**config.mk**
```make
export PLATFORM = sky130hd
export DESIGN_NAME = rsc_reset_combiner
export DESIGN_NICKNAME = d
export VERILOG_FILES = /design/src/verilog/rsc_pkg.sv /design/src/verilog/rsc_cause_if.sv /design/src/verilog/rsc_cause_sync.sv /design/src/verilog/rsc_reset_combiner.sv
export SDC_FILE = /design/constraint.sdc
export NUM_CORES = 1
export LEC_CHECK = 0
export ABC_CLOCK_PERIOD_IN_PS = 5000
export BUFFER_PORTS_ARGS = -buffer_cell sky130_fd_sc_hd__buf_2
export CAP_MARGIN = 20
export CORE_MARGIN = 2
export CORE_UTILIZATION = 40
export DETAILED_ROUTE_END_ITERATION = 16
export GPL_ROUTABILITY_DRIVEN = 0
export HOLD_SLACK_MARGIN = 0.08
export SKIP_LAST_GASP = 1
export SYNTH_ARGS = -nofsm -noshare
export SYNTH_HDL_FRONTEND = slang
export SYNTH_SLANG_ARGS = --single-unit
```
**constraint.sdc**
```tcl
create_clock -name mclk_i -period 5 [get_ports mclk_i]
set_input_delay 0.5 -clock mclk_i [delete_from_list [all_inputs] [get_ports mclk_i]]
set_output_delay 0.5 -clock mclk_i [all_outputs]
set_load 0.03 [all_outputs]
```
**src/verilog/rsc_pkg.sv**
```systemverilog
/*
 * Shared constants of the reset source combiner: cause numbering, register
 * offsets, field layouts, reset values and release timing.
 * Assumes a single 125 MHz system clock and a 32-bit APB register port.
 */
package rsc_pkg;

    // ------------------------------------------------------------------
    // causes and their flag positions
    // ------------------------------------------------------------------
    localparam int RSC_NUM_CAUSES = 7;
    localparam int RSC_BIT_POWER_ON = 0;
    localparam int RSC_BIT_BROWN_OUT = 1;
    localparam int RSC_BIT_CLEAR_PIN = 2;
    localparam int RSC_BIT_INSTRUCTION = 3;
    localparam int RSC_BIT_WATCHDOG = 4;
    localparam int RSC_BIT_TRAP_CONFLICT = 5;
    localparam int RSC_BIT_ILLEGAL_OP = 6;

    // power-on, brown-out, pin and watchdog arrive from other domains
    localparam logic [6:0] RSC_ASYNC_CAUSES = 7'h17;

    // ------------------------------------------------------------------
    // register map (byte addresses)
    // ------------------------------------------------------------------
    localparam int RSC_ADDR_W = 8;
    localparam logic [7:0] RSC_OFF_CAUSE = 8'h00;
    localparam logic [7:0] RSC_OFF_IRQ_STAT = 8'h04;
    localparam logic [7:0] RSC_OFF_IRQ_MASK = 8'h08;
    localparam logic [7:0] RSC_OFF_LIVE = 8'h0C;
    localparam logic [7:0] RSC_OFF_HOLD = 8'h10;
    localparam logic [7:0] RSC_OFF_COUNT = 8'h14;

    // live register: cause levels in [6:0], then reset outputs
    localparam int RSC_LIVE_MASTER_BIT = 8;
    localparam int RSC_LIVE_COLD_BIT = 9;

    // ------------------------------------------------------------------
    // reset values
    // ------------------------------------------------------------------
    localparam logic [6:0] RSC_CAUSE_RST = 7'h01;
    localparam logic [6:0] RSC_IRQ_STAT_RST = 7'h00;
    localparam logic [6:0] RSC_IRQ_MASK_RST = 7'h00;
    localparam logic [15:0] RSC_COUNT_RST = 16'h0000;

    // ------------------------------------------------------------------
    // release timing
    // ------------------------------------------------------------------
    localparam int RSC_HOLD_W = 16;
    localparam int RSC_CLK_PERIOD_PS = 8000;
    localparam int RSC_RELEASE_HOLD_NS = 64;
    localparam int RSC_RELEASE_HOLD_CYC =
        (RSC_RELEASE_HOLD_NS * 1000 + RSC_CLK_PERIOD_PS - 1) / RSC_CLK_PERIOD_PS;
    localparam logic [15:0] RSC_HOLD_RST = 16'(RSC_RELEASE_HOLD_CYC);

endpackage

```
**src/verilog/rsc_cause_if.sv**
```systemverilog
/*
 * Carrier between the cause conditioner and the combiner core: one level
 * and one rising-edge pulse per reset cause.
 * Assumes both ends run on the same system clock.
 */
`timescale 1ns/100ps

interface rsc_cause_if #(
    parameter int N = 7
);
    logic [N-1:0] level;
    logic [N-1:0] rise;

    modport src (
        output level,
        output rise
    );

    modport dst (
        input level,
        input rise
    );
endinterface

```
**src/verilog/rsc_cause_sync.sv**
```systemverilog
/*
 * Cause conditioner: double-flop synchroniser for causes from foreign
 * domains, pass-through for same-clock causes, and a rise pulse for each.
 * Assumes ce_i gates every flip-flop and sys_rst_i is synchronous.
 */
`timescale 1ns/100ps

module rsc_cause_sync #(
    parameter int N = 7,
    parameter logic [N-1:0] ASYNC_MASK = '0
) (
    input wire logic mclk_i,
    input wire logic sys_rst_i,
    input wire logic ce_i,
    input wire logic [N-1:0] raw_i,
    rsc_cause_if.src cause_o
);

    genvar g;

    generate
        for (g = 0; g < N; g++)
        begin : g_cause
            logic lvl;
            logic prev_r;

            if (ASYNC_MASK[g])
            begin : g_async
                logic meta_r;
                logic sync_r;

                // first stage feeds only the second stage
                always_ff @(posedge mclk_i)
                begin
                    if (sys_rst_i)
                    begin
                        meta_r <= 1'b0;
                        sync_r <= 1'b0;
                    end
                    else if (ce_i)
                    begin
                        meta_r <= raw_i[g];
                        sync_r <= meta_r;
                    end
                end
                assign lvl = sync_r;
            end
            else
            begin : g_sync
                assign lvl = raw_i[g];
            end

            always_ff @(posedge mclk_i)
            begin
                if (sys_rst_i)
                begin
                    prev_r <= 1'b0;
                end
                else if (ce_i)
                begin
                    prev_r <= lvl;
                end
            end

            assign cause_o.level[g] = lvl;
            assign cause_o.rise[g] = lvl & ~prev_r;
        end
    endgenerate

endmodule

```
**src/verilog/rsc_reset_combiner.sv**
```systemverilog
/*
 * Reset source combiner: merges seven reset causes into the master system
 * reset, records the cause of each reset in software-visible flags and
 * raises an interrupt per cause event, all reached over APB.
 * Assumes power-on, brown-out, clear pin and watchdog inputs are asynchronous
 * to mclk_i; instruction, trap-conflict and illegal-op causes come from core
 * logic on mclk_i. This block's own state is cleared by sys_rst_i, and its flags and
 * count also by a power-on cause, never by the master reset it drives.
 */
`timescale 1ns/100ps

module rsc_reset_combiner #(
    parameter logic [rsc_pkg::RSC_HOLD_W-1:0] HOLD_DEFAULT = rsc_pkg::RSC_HOLD_RST
) (
    input wire logic mclk_i,
    input wire logic sys_rst_i,
    input wire logic ce_i,
    // reset causes
    input wire logic power_on_reset_i,
    input wire logic brown_out_reset_i,
    input wire logic external_clear_pin_reset_i,
    input wire logic instruction_reset_i,
    input wire logic watchdog_timeout_reset_i,
    input wire logic trap_conflict_reset_i,
    input wire logic illegal_op_uninit_reg_reset_i,
    // resets out
    output logic master_system_reset_o,
    output logic cold_reset_o,
    // APB slave
    input wire logic psel_i,
    input wire logic penable_i,
    input wire logic pwrite_i,
    input wire logic [rsc_pkg::RSC_ADDR_W-1:0] paddr_i,
    input wire logic [31:0] pwdata_i,
    input wire logic [3:0] pstrb_i,
    output logic [31:0] prdata_o,
    output logic pready_o,
    output logic pslverr_o,
    // interrupt
    output logic irq_o
);
    import rsc_pkg::*;

    // ------------------------------------------------------------------
    // types and helpers
    // ------------------------------------------------------------------
    typedef enum logic [1:0] {
        RSC_ST_HELD = 2'h0,
        RSC_ST_DRAIN = 2'h1,
        RSC_ST_RUN = 2'h2
    } rsc_state_t;

    function automatic logic reg_hit(input logic [RSC_ADDR_W-1:0] addr);
        case (addr)
            RSC_OFF_CAUSE,
            RSC_OFF_IRQ_STAT,
            RSC_OFF_IRQ_MASK,
            RSC_OFF_LIVE,
            RSC_OFF_HOLD,
            RSC_OFF_COUNT: reg_hit = 1'b1;
            default: reg_hit = 1'b0;
        endcase
    endfunction

    // merge written bytes of an 16-bit-or-narrower field
    function automatic logic [15:0] strb_merge(
        input logic [15:0] old_val,
        input logic [31:0] wdata,
        input logic [3:0] strb
    );
        logic [15:0] res;
        res = old_val;
        if (strb[0])
        begin
            res[7:0] = wdata[7:0];
        end
        if (strb[1])
        begin
            res[15:8] = wdata[15:8];
        end
        strb_merge = res;
    endfunction

    // ------------------------------------------------------------------
    // cause conditioning
    // ------------------------------------------------------------------
    logic [RSC_NUM_CAUSES-1:0] raw_cause;
    logic any_cause;

    rsc_cause_if #(.N(RSC_NUM_CAUSES)) cause_bus ();

    assign raw_cause[RSC_BIT_POWER_ON] = power_on_reset_i;
    assign raw_cause[RSC_BIT_BROWN_OUT] = brown_out_reset_i;
    assign raw_cause[RSC_BIT_CLEAR_PIN] = external_clear_pin_reset_i;
    assign raw_cause[RSC_BIT_INSTRUCTION] = instruction_reset_i;
    assign raw_cause[RSC_BIT_WATCHDOG] = watchdog_timeout_reset_i;
    assign raw_cause[RSC_BIT_TRAP_CONFLICT] = trap_conflict_reset_i;
    assign raw_cause[RSC_BIT_ILLEGAL_OP] = illegal_op_uninit_reg_reset_i;

    rsc_cause_sync #(
        .N(RSC_NUM_CAUSES),
        .ASYNC_MASK(RSC_ASYNC_CAUSES)
    ) u_sync (
        .mclk_i(mclk_i),
        .sys_rst_i(sys_rst_i),
        .ce_i(ce_i),
        .raw_i(raw_cause),
        .cause_o(cause_bus)
    );

    assign any_cause = |cause_bus.level;

    // ------------------------------------------------------------------
    // APB decode
    // ------------------------------------------------------------------
    logic acc;
    logic wr_acc;
    logic rd_acc;
    logic hit;

    // zero-wait slave: every access completes in its first access cycle
    assign pready_o = 1'b1;
    assign hit = reg_hit(paddr_i);
    assign acc = psel_i & penable_i & ce_i;
    assign wr_acc = acc & pwrite_i & hit;
    assign rd_acc = acc & ~pwrite_i & hit;
    assign pslverr_o = psel_i & penable_i & ~hit;

    // ------------------------------------------------------------------
    // master reset sequencing
    // ------------------------------------------------------------------
    rsc_state_t state_r;
    rsc_state_t state_nxt;
    logic [RSC_HOLD_W-1:0] hold_cfg_r;
    logic [RSC_HOLD_W-1:0] hold_cnt_r;
    logic master_rst_r;
    logic cold_rst_r;

    always_comb
    begin
        state_nxt = state_r;
        case (state_r)
            RSC_ST_HELD:
            begin
                // stay while any cause is still active
                if (!any_cause)
                begin
                    state_nxt = (hold_cfg_r == '0) ? RSC_ST_RUN : RSC_ST_DRAIN;
                end
            end
            RSC_ST_DRAIN:
            begin
                if (any_cause)
                begin
                    state_nxt = RSC_ST_HELD;
                end
                else if (hold_cnt_r <= 16'h0001)
                begin
                    state_nxt = RSC_ST_RUN;
                end
            end
            RSC_ST_RUN:
            begin
                if (any_cause)
                begin
                    state_nxt = RSC_ST_HELD;
                end
            end
            default:
            begin
                state_nxt = RSC_ST_HELD;
            end
        endcase
    end

    always_ff @(posedge mclk_i)
    begin
        if (sys_rst_i)
        begin
            state_r <= RSC_ST_HELD;
        end
        else if (ce_i)
        begin
            state_r <= state_nxt;
        end
    end

    // hold counter restarts on every entry to the drain phase
    always_ff @(posedge mclk_i)
    begin
        if (sys_rst_i)
        begin
            hold_cnt_r <= '0;
        end
        else if (ce_i)
        begin
            if (state_r != RSC_ST_DRAIN)
            begin
                hold_cnt_r <= hold_cfg_r;
            end
            else if (hold_cnt_r != '0)
            begin
                hold_cnt_r <= hold_cnt_r - 16'h0001;
            end
        end
    end

    // registered output so release lands on a clock edge
    always_ff @(posedge mclk_i)
    begin
        if (sys_rst_i)
        begin
            master_rst_r <= 1'b1;
        end
        else if (ce_i)
        begin
            master_rst_r <= (state_nxt != RSC_ST_RUN);
        end
    end

    // cold reset marks a power-on reset: targets with no warm reset
    // value reinitialise only on this one
    always_ff @(posedge mclk_i)
    begin
        if (sys_rst_i)
        begin
            cold_rst_r <= 1'b1;
        end
        else if (ce_i)
        begin
            if (cause_bus.level[RSC_BIT_POWER_ON])
            begin
                cold_rst_r <= 1'b1;
            end
            else if (state_nxt == RSC_ST_RUN)
            begin
                cold_rst_r <= 1'b0;
            end
        end
    end

    assign master_system_reset_o = master_rst_r;
    assign cold_reset_o = cold_rst_r;

    // ------------------------------------------------------------------
    // reset cause flags
    // ------------------------------------------------------------------
    logic [RSC_NUM_CAUSES-1:0] cause_r;
    logic [RSC_NUM_CAUSES-1:0] cause_nxt;

    always_comb
    begin
        cause_nxt = cause_r;
        if (wr_acc && paddr_i == RSC_OFF_CAUSE && pstrb_i[0])
        begin
            // plain store; no path from here to the reset logic
            cause_nxt = pwdata_i[RSC_NUM_CAUSES-1:0];
        end
        // a cause edge beats a same-cycle software clear
        cause_nxt = cause_nxt | cause_bus.rise;
        if (cause_bus.rise[RSC_BIT_POWER_ON])
        begin
            cause_nxt = RSC_CAUSE_RST;
        end
    end

    // untouched by the master reset, so flags survive warm resets
    always_ff @(posedge mclk_i)
    begin
        if (sys_rst_i)
        begin
            cause_r <= RSC_CAUSE_RST;
        end
        else if (ce_i)
        begin
            cause_r <= cause_nxt;
        end
    end

    // ------------------------------------------------------------------
    // interrupt status and mask
    // ------------------------------------------------------------------
    logic [RSC_NUM_CAUSES-1:0] irq_stat_r;
    logic [RSC_NUM_CAUSES-1:0] irq_mask_r;
    logic irq_r;

    always_ff @(posedge mclk_i)
    begin
        if (sys_rst_i)
        begin
            irq_stat_r <= RSC_IRQ_STAT_RST;
        end
        else if (ce_i)
        begin
            if (rd_acc && paddr_i == RSC_OFF_IRQ_STAT)
            begin
                irq_stat_r <= cause_bus.rise;
            end
            else
            begin
                irq_stat_r <= irq_stat_r | cause_bus.rise;
            end
        end
    end

    always_ff @(posedge mclk_i)
    begin
        if (sys_rst_i)
        begin
            irq_mask_r <= RSC_IRQ_MASK_RST;
        end
        else if (ce_i && wr_acc && paddr_i == RSC_OFF_IRQ_MASK && pstrb_i[0])
        begin
            irq_mask_r <= pwdata_i[RSC_NUM_CAUSES-1:0];
        end
    end

    always_ff @(posedge mclk_i)
    begin
        if (sys_rst_i)
        begin
            irq_r <= 1'b0;
        end
        else if (ce_i)
        begin
            irq_r <= |(irq_stat_r & irq_mask_r);
        end
    end

    assign irq_o = irq_r;

    // ------------------------------------------------------------------
    // release hold and reset counter
    // ------------------------------------------------------------------
    logic [15:0] reset_cnt_r;

    always_ff @(posedge mclk_i)
    begin
        if (sys_rst_i)
        begin
            hold_cfg_r <= HOLD_DEFAULT;
        end
        else if (ce_i && wr_acc && paddr_i == RSC_OFF_HOLD)
        begin
            hold_cfg_r <= strb_merge(hold_cfg_r, pwdata_i, pstrb_i);
        end
    end

    // counts entries into reset; a power-on restarts the count at one
    always_ff @(posedge mclk_i)
    begin
        if (sys_rst_i)
        begin
            reset_cnt_r <= RSC_COUNT_RST;
        end
        else if (ce_i)
        begin
            if (cause_bus.rise[RSC_BIT_POWER_ON])
            begin
                reset_cnt_r <= 16'h0001;
            end
            else if (wr_acc && paddr_i == RSC_OFF_COUNT)
            begin
                reset_cnt_r <= strb_merge(reset_cnt_r, pwdata_i, pstrb_i);
            end
            else if (state_r == RSC_ST_RUN && any_cause && reset_cnt_r != 16'hFFFF)
            begin
                reset_cnt_r <= reset_cnt_r + 16'h0001;
            end
        end
    end

    // ------------------------------------------------------------------
    // read data
    // ------------------------------------------------------------------
    logic [31:0] rdata;
    logic [31:0] prdata_r;

    always_comb
    begin
        rdata = 32'h0000_0000;
        case (paddr_i)
            RSC_OFF_CAUSE:
            begin
                rdata[RSC_NUM_CAUSES-1:0] = cause_r;
            end
            RSC_OFF_IRQ_STAT:
            begin
                rdata[RSC_NUM_CAUSES-1:0] = irq_stat_r;
            end
            RSC_OFF_IRQ_MASK:
            begin
                rdata[RSC_NUM_CAUSES-1:0] = irq_mask_r;
            end
            RSC_OFF_LIVE:
            begin
                rdata[RSC_NUM_CAUSES-1:0] = cause_bus.level;
                rdata[RSC_LIVE_MASTER_BIT] = master_rst_r;
                rdata[RSC_LIVE_COLD_BIT] = cold_rst_r;
            end
            RSC_OFF_HOLD:
            begin
                rdata[RSC_HOLD_W-1:0] = hold_cfg_r;
            end
            RSC_OFF_COUNT:
            begin
                rdata[15:0] = reset_cnt_r;
            end
            default:
            begin
                rdata = 32'h0000_0000;
            end
        endcase
    end

    // data captured in setup so it is a flop output during the access cycle
    always_ff @(posedge mclk_i)
    begin
        if (sys_rst_i)
        begin
            prdata_r <= 32'h0000_0000;
        end
        else if (ce_i && psel_i && !penable_i && !pwrite_i)
        begin
            prdata_r <= rdata;
        end
    end

    assign prdata_o = prdata_r;

endmodule
```
==> metrics.md <==
| Metric | Value |
|---|---|
| Initial antenna violation count | `1` |
| IO Port Bufs | `58` |
| Worst-Skew Late Latency | `0.35 ns` |
| WL final | `between 15000 and 20000 microns` |
| Grt met3 use | `2.528%` |
| Global route total overflow | `0` |
| Crit path required time | `between 5 and 6 ns` |
| Type of origin of the critical path | `input port` |
| Post-layout min period | `2.927 ns` |
| H-tree Lvls | `3` |
| CP Capture Type | `flop` |
| CTS-repair resized insts | `0` |
| Flop pwr share | `48.1%` |
| CTS root buffer | `clkbuf_16` |
| Antenna-violating nets left | `0` |
| # rows | `43` |
| CP Max Fanout | `18` |
| Met1 Track Usage GR | `about 30%` |
| Fmax | `341.6 MHz` |
| Pleak | `2.339 nW` |
| Number of max-cap violations | `0` |
| Worst IR Drop VDD | `167.0 uV` |
| Die area | `approximately 15000 sq um` |
| Endpoints failing setup | `0` |
| Clock sink total | `105` |
| Bufs on Longest Clock Path | `2` |
| Area of the mapped netlist | `5587 sq um` |
| Worst Hold Class | `input port to flop` |
| First-pass GRT wire length | `24850 microns` |
| # hold bufs at CTS | `0` |
| Most used routing layer | `met2` |
| Layout area overhead | `10.75%` |
| Post-synth ARST share | `0%` |
| Critical path type | `input port to flop` |
| Final Hold Vio Count | `0` |
| Nets | `747` |
| Netlist cell types | `between 60 and 70` |
| Final Core Density | `44.92%` |
| Die Wd | `around 120 microns` |
| Starting Density | `40.56%` |
| Final setup TNS | `0 ns` |
| Total area of sequential cells | `between 2000 and 2500 sq um` |
| Unrepaired setup endpoints after global routing | `no` |
| P_int | `0.001296 W` |
| Status | `complete, no violations` |
| Cell area after layout | `6187 sq um` |
| Worst Max-Slew Pin Slew | `~1.1 ns` |
| Worst Clk Skew | `0.009043 ns` |
| Largest net degree at the start of global routing | `83` |
| Multi-input logic area | `3212 sq um` |
| CTS tree | `yes` |
| Avg Vias per Cell | `5.893` |
| Pre-antenna DRT Iters | `6` |
| Mapped Cells | `656` |
| Cts bufs inserted | `9` |
| Synthesized area per cell | `8.516 sq um` |
| NetSw | `just over 0.0005 W` |
| Core area | `around 14000 sq um` |
| Vias in the first global route | `4675` |
| Placed Instance Area | `5886 sq um` |
| Power per cell area | `approximately 290 nW/um^2` |
| Switching Share | `28.60%` |
| Setup WS post-layout | `2.073 ns` |
| Arrival time of the worst setup path | `about 3.2 ns` |
| Iteration-0 DRC count of the detailed router | `572` |
| FF+latch count, synth | `105` |
| Setup WS pre-CTS | `around 1.7 ns` |
| Final Cycle Share | `between 50 and 60%` |
| Drt wl/cell | `around 18 microns` |
| Final Slew Violations | `0` |
| Register area share after synthesis | `37.63%` |
| Fillers | `1361` |
| Clock slew at reported path FFs | `0.08 ns` |
| Comb pwr share | `12.6%` |
| Hold slack | `slightly below 0.4 ns` |
| Worst slew margin | `slightly below 30%` |
| Io pins | `94` |
| Top_reg_cell synth | `dfxtp_1` |
| Hpwl dp | `11000 microns` |
| Yosys warnings | `0` |
| Vias | `5139` |
| Total track usage | `around a fifth` |
| Most common cell after layout, fill and taps aside | `dfxtp_1` |
| Commonest non-fill, non-tap cells in the layout | `dfxtp_1, nor2_1, buf_2` |
| Post-synth EDFFs | `0` |
| Layout cell share with drive strength beyond 1 | `14.76%` |
| Clock power frac | `39.3%` |
| DIE HEIGHT | `122.2 microns` |
| Post-CTS setup buffer count | `0` |
| Met2 GRT Util | `about 34%` |
| Number of remaining DRC errors | `0` |
-- logic make-up after synthesis --
| group | Yosys count | share of synthesized area, % |
|---|---|---|
| adder cells (fa/ha/maj) | 4 | 0.8959 |
| AO/OA/AOI/OAI | 162 | 20.56 |
| XOR/XNOR | 13 | 2.038 |
| flip-flops | 105 | 37.63 |
| other | 2 | 0.1344 |
| AND/OR/NAND/NOR | 260 | 24.57 |
| multiplexers | 45 | 8.287 |
| buffers and inverters | 65 | 5.890 |
-- critical path: stages --
cell,delay (ns)
buf_2,0.30
or4b_4,0.54
nor3_4,0.62
nand3_1,0.24
a31oi_2,0.64
nor3b_1,0.11
a21o_1,0.18
-- Yosys cell counts (5+ instances only) --
cell	count	area, sq um
o211ai_1	6	45.04
o31ai_1	6	45.04
nor3_1	18	90.09
nand2b_1	5	31.28
nor2_1	90	337.8
nand3_1	8	40.04
nor3b_1	6	45.04
o21ai_0	34	170.2
nor2b_1	12	75.07
buf_1	5	18.77
buf_4	17	127.6
and2_1	8	50.05
xor2_1	8	70.07
dfxtp_1	105	2102
nand2_1	50	187.7
mux2i_1	44	440.4
o21ai_1	8	40.04
a221oi_1	15	131.4
a2bb2oi_1	5	43.79
nor4_1	11	68.82
a211oi_1	8	60.06
a21oi_1	24	120.1
buf_2	11	55.05
a22oi_1	16	120.1
and4_1	6	52.55
clkbuf_1	24	90.09
a21o_1	8	60.06
inv_1	7	26.28
xnor2_1	5	43.79
nand4_1	12	75.07
nand3b_1	7	52.55
-- power by group through the flow --
stage | Clock (W) | Combinational, W | Sequential [W]
after floorplan | 0 | 0.000168 | 0.000895
after detailed placement | 0 | 0.000225 | 0.000892
final | 0.000713 | 0.000229 | 0.000873
after CTS | 0.000725 | 0.000226 | 0.000872
after global placement | 0 | 0.000220 | 0.000890
after global routing | 0.000760 | 0.000250 | 0.000875
-- path summary, 6_finish.rpt --
kind / start / end / slack [ns] / depth (start not counted)
setup / recovery: paddr_i[2] / reset_cnt_r[8] / 2.07 / 7
hold / removal: brown_out_reset_i / u_sync.g_cause[1].g_async.meta_r / 0.39 / 3
hold reg to reg: cause_r[6] / cause_r[6] / 0.46 / 2
setup reg to reg: state_r[0] / hold_cnt_r[10] / 2.27 / 6
-- sequential cells by signal, summed over array words and instances, names as in the netlist --
| signal | flops |
|---|---|
| cause_r | 7 |
| u_sync.g_cause.g_async.meta_r | 4 |
| u_sync.g_cause.g_async.sync_r | 4 |
| master_system_reset_o | 1 |
| hold_cfg_r | 16 |
| u_sync.g_cause.prev_r | 7 |
| irq_mask_r | 7 |
| hold_cnt_r | 16 |
| state_r | 2 |
| irq_o | 1 |
| cold_reset_o | 1 |
| prdata_o | 16 |
| reset_cnt_r | 16 |
| irq_stat_r | 7 |
-- through the flow --
step,std cells,power (W)
final,872,0.001815
after global routing,871,0.001885
after floorplan,671,0.001063
after detailed placement,855,0.001117
after CTS,871,0.001823
after global placement,855,0.001111
-- area by class of cell --
cell class                 count  share of cell area (%)
clock inverter                 6                  0.9707
antenna                        1                 0.04044
multi-input combinational    501                   51.91
tap                          180                   3.640
sequential                   105                   33.97
clock buffer                  10                   3.862
timing repair buffer          62                   5.177
inverter                       7                  0.4247
-- routing by layer --
| layer | vias to the layer above | part of all wire [%] |
|---|---|---|
| li1 | 2436 | - |
| met1 | 2480 | 46 |
| met2 | 199 | 46 |
| met3 | 24 | 5.9 |
| met4 | 0 | 2.0 |
| met5 | - | 0 |
Power figures use the tool's default switching activity.
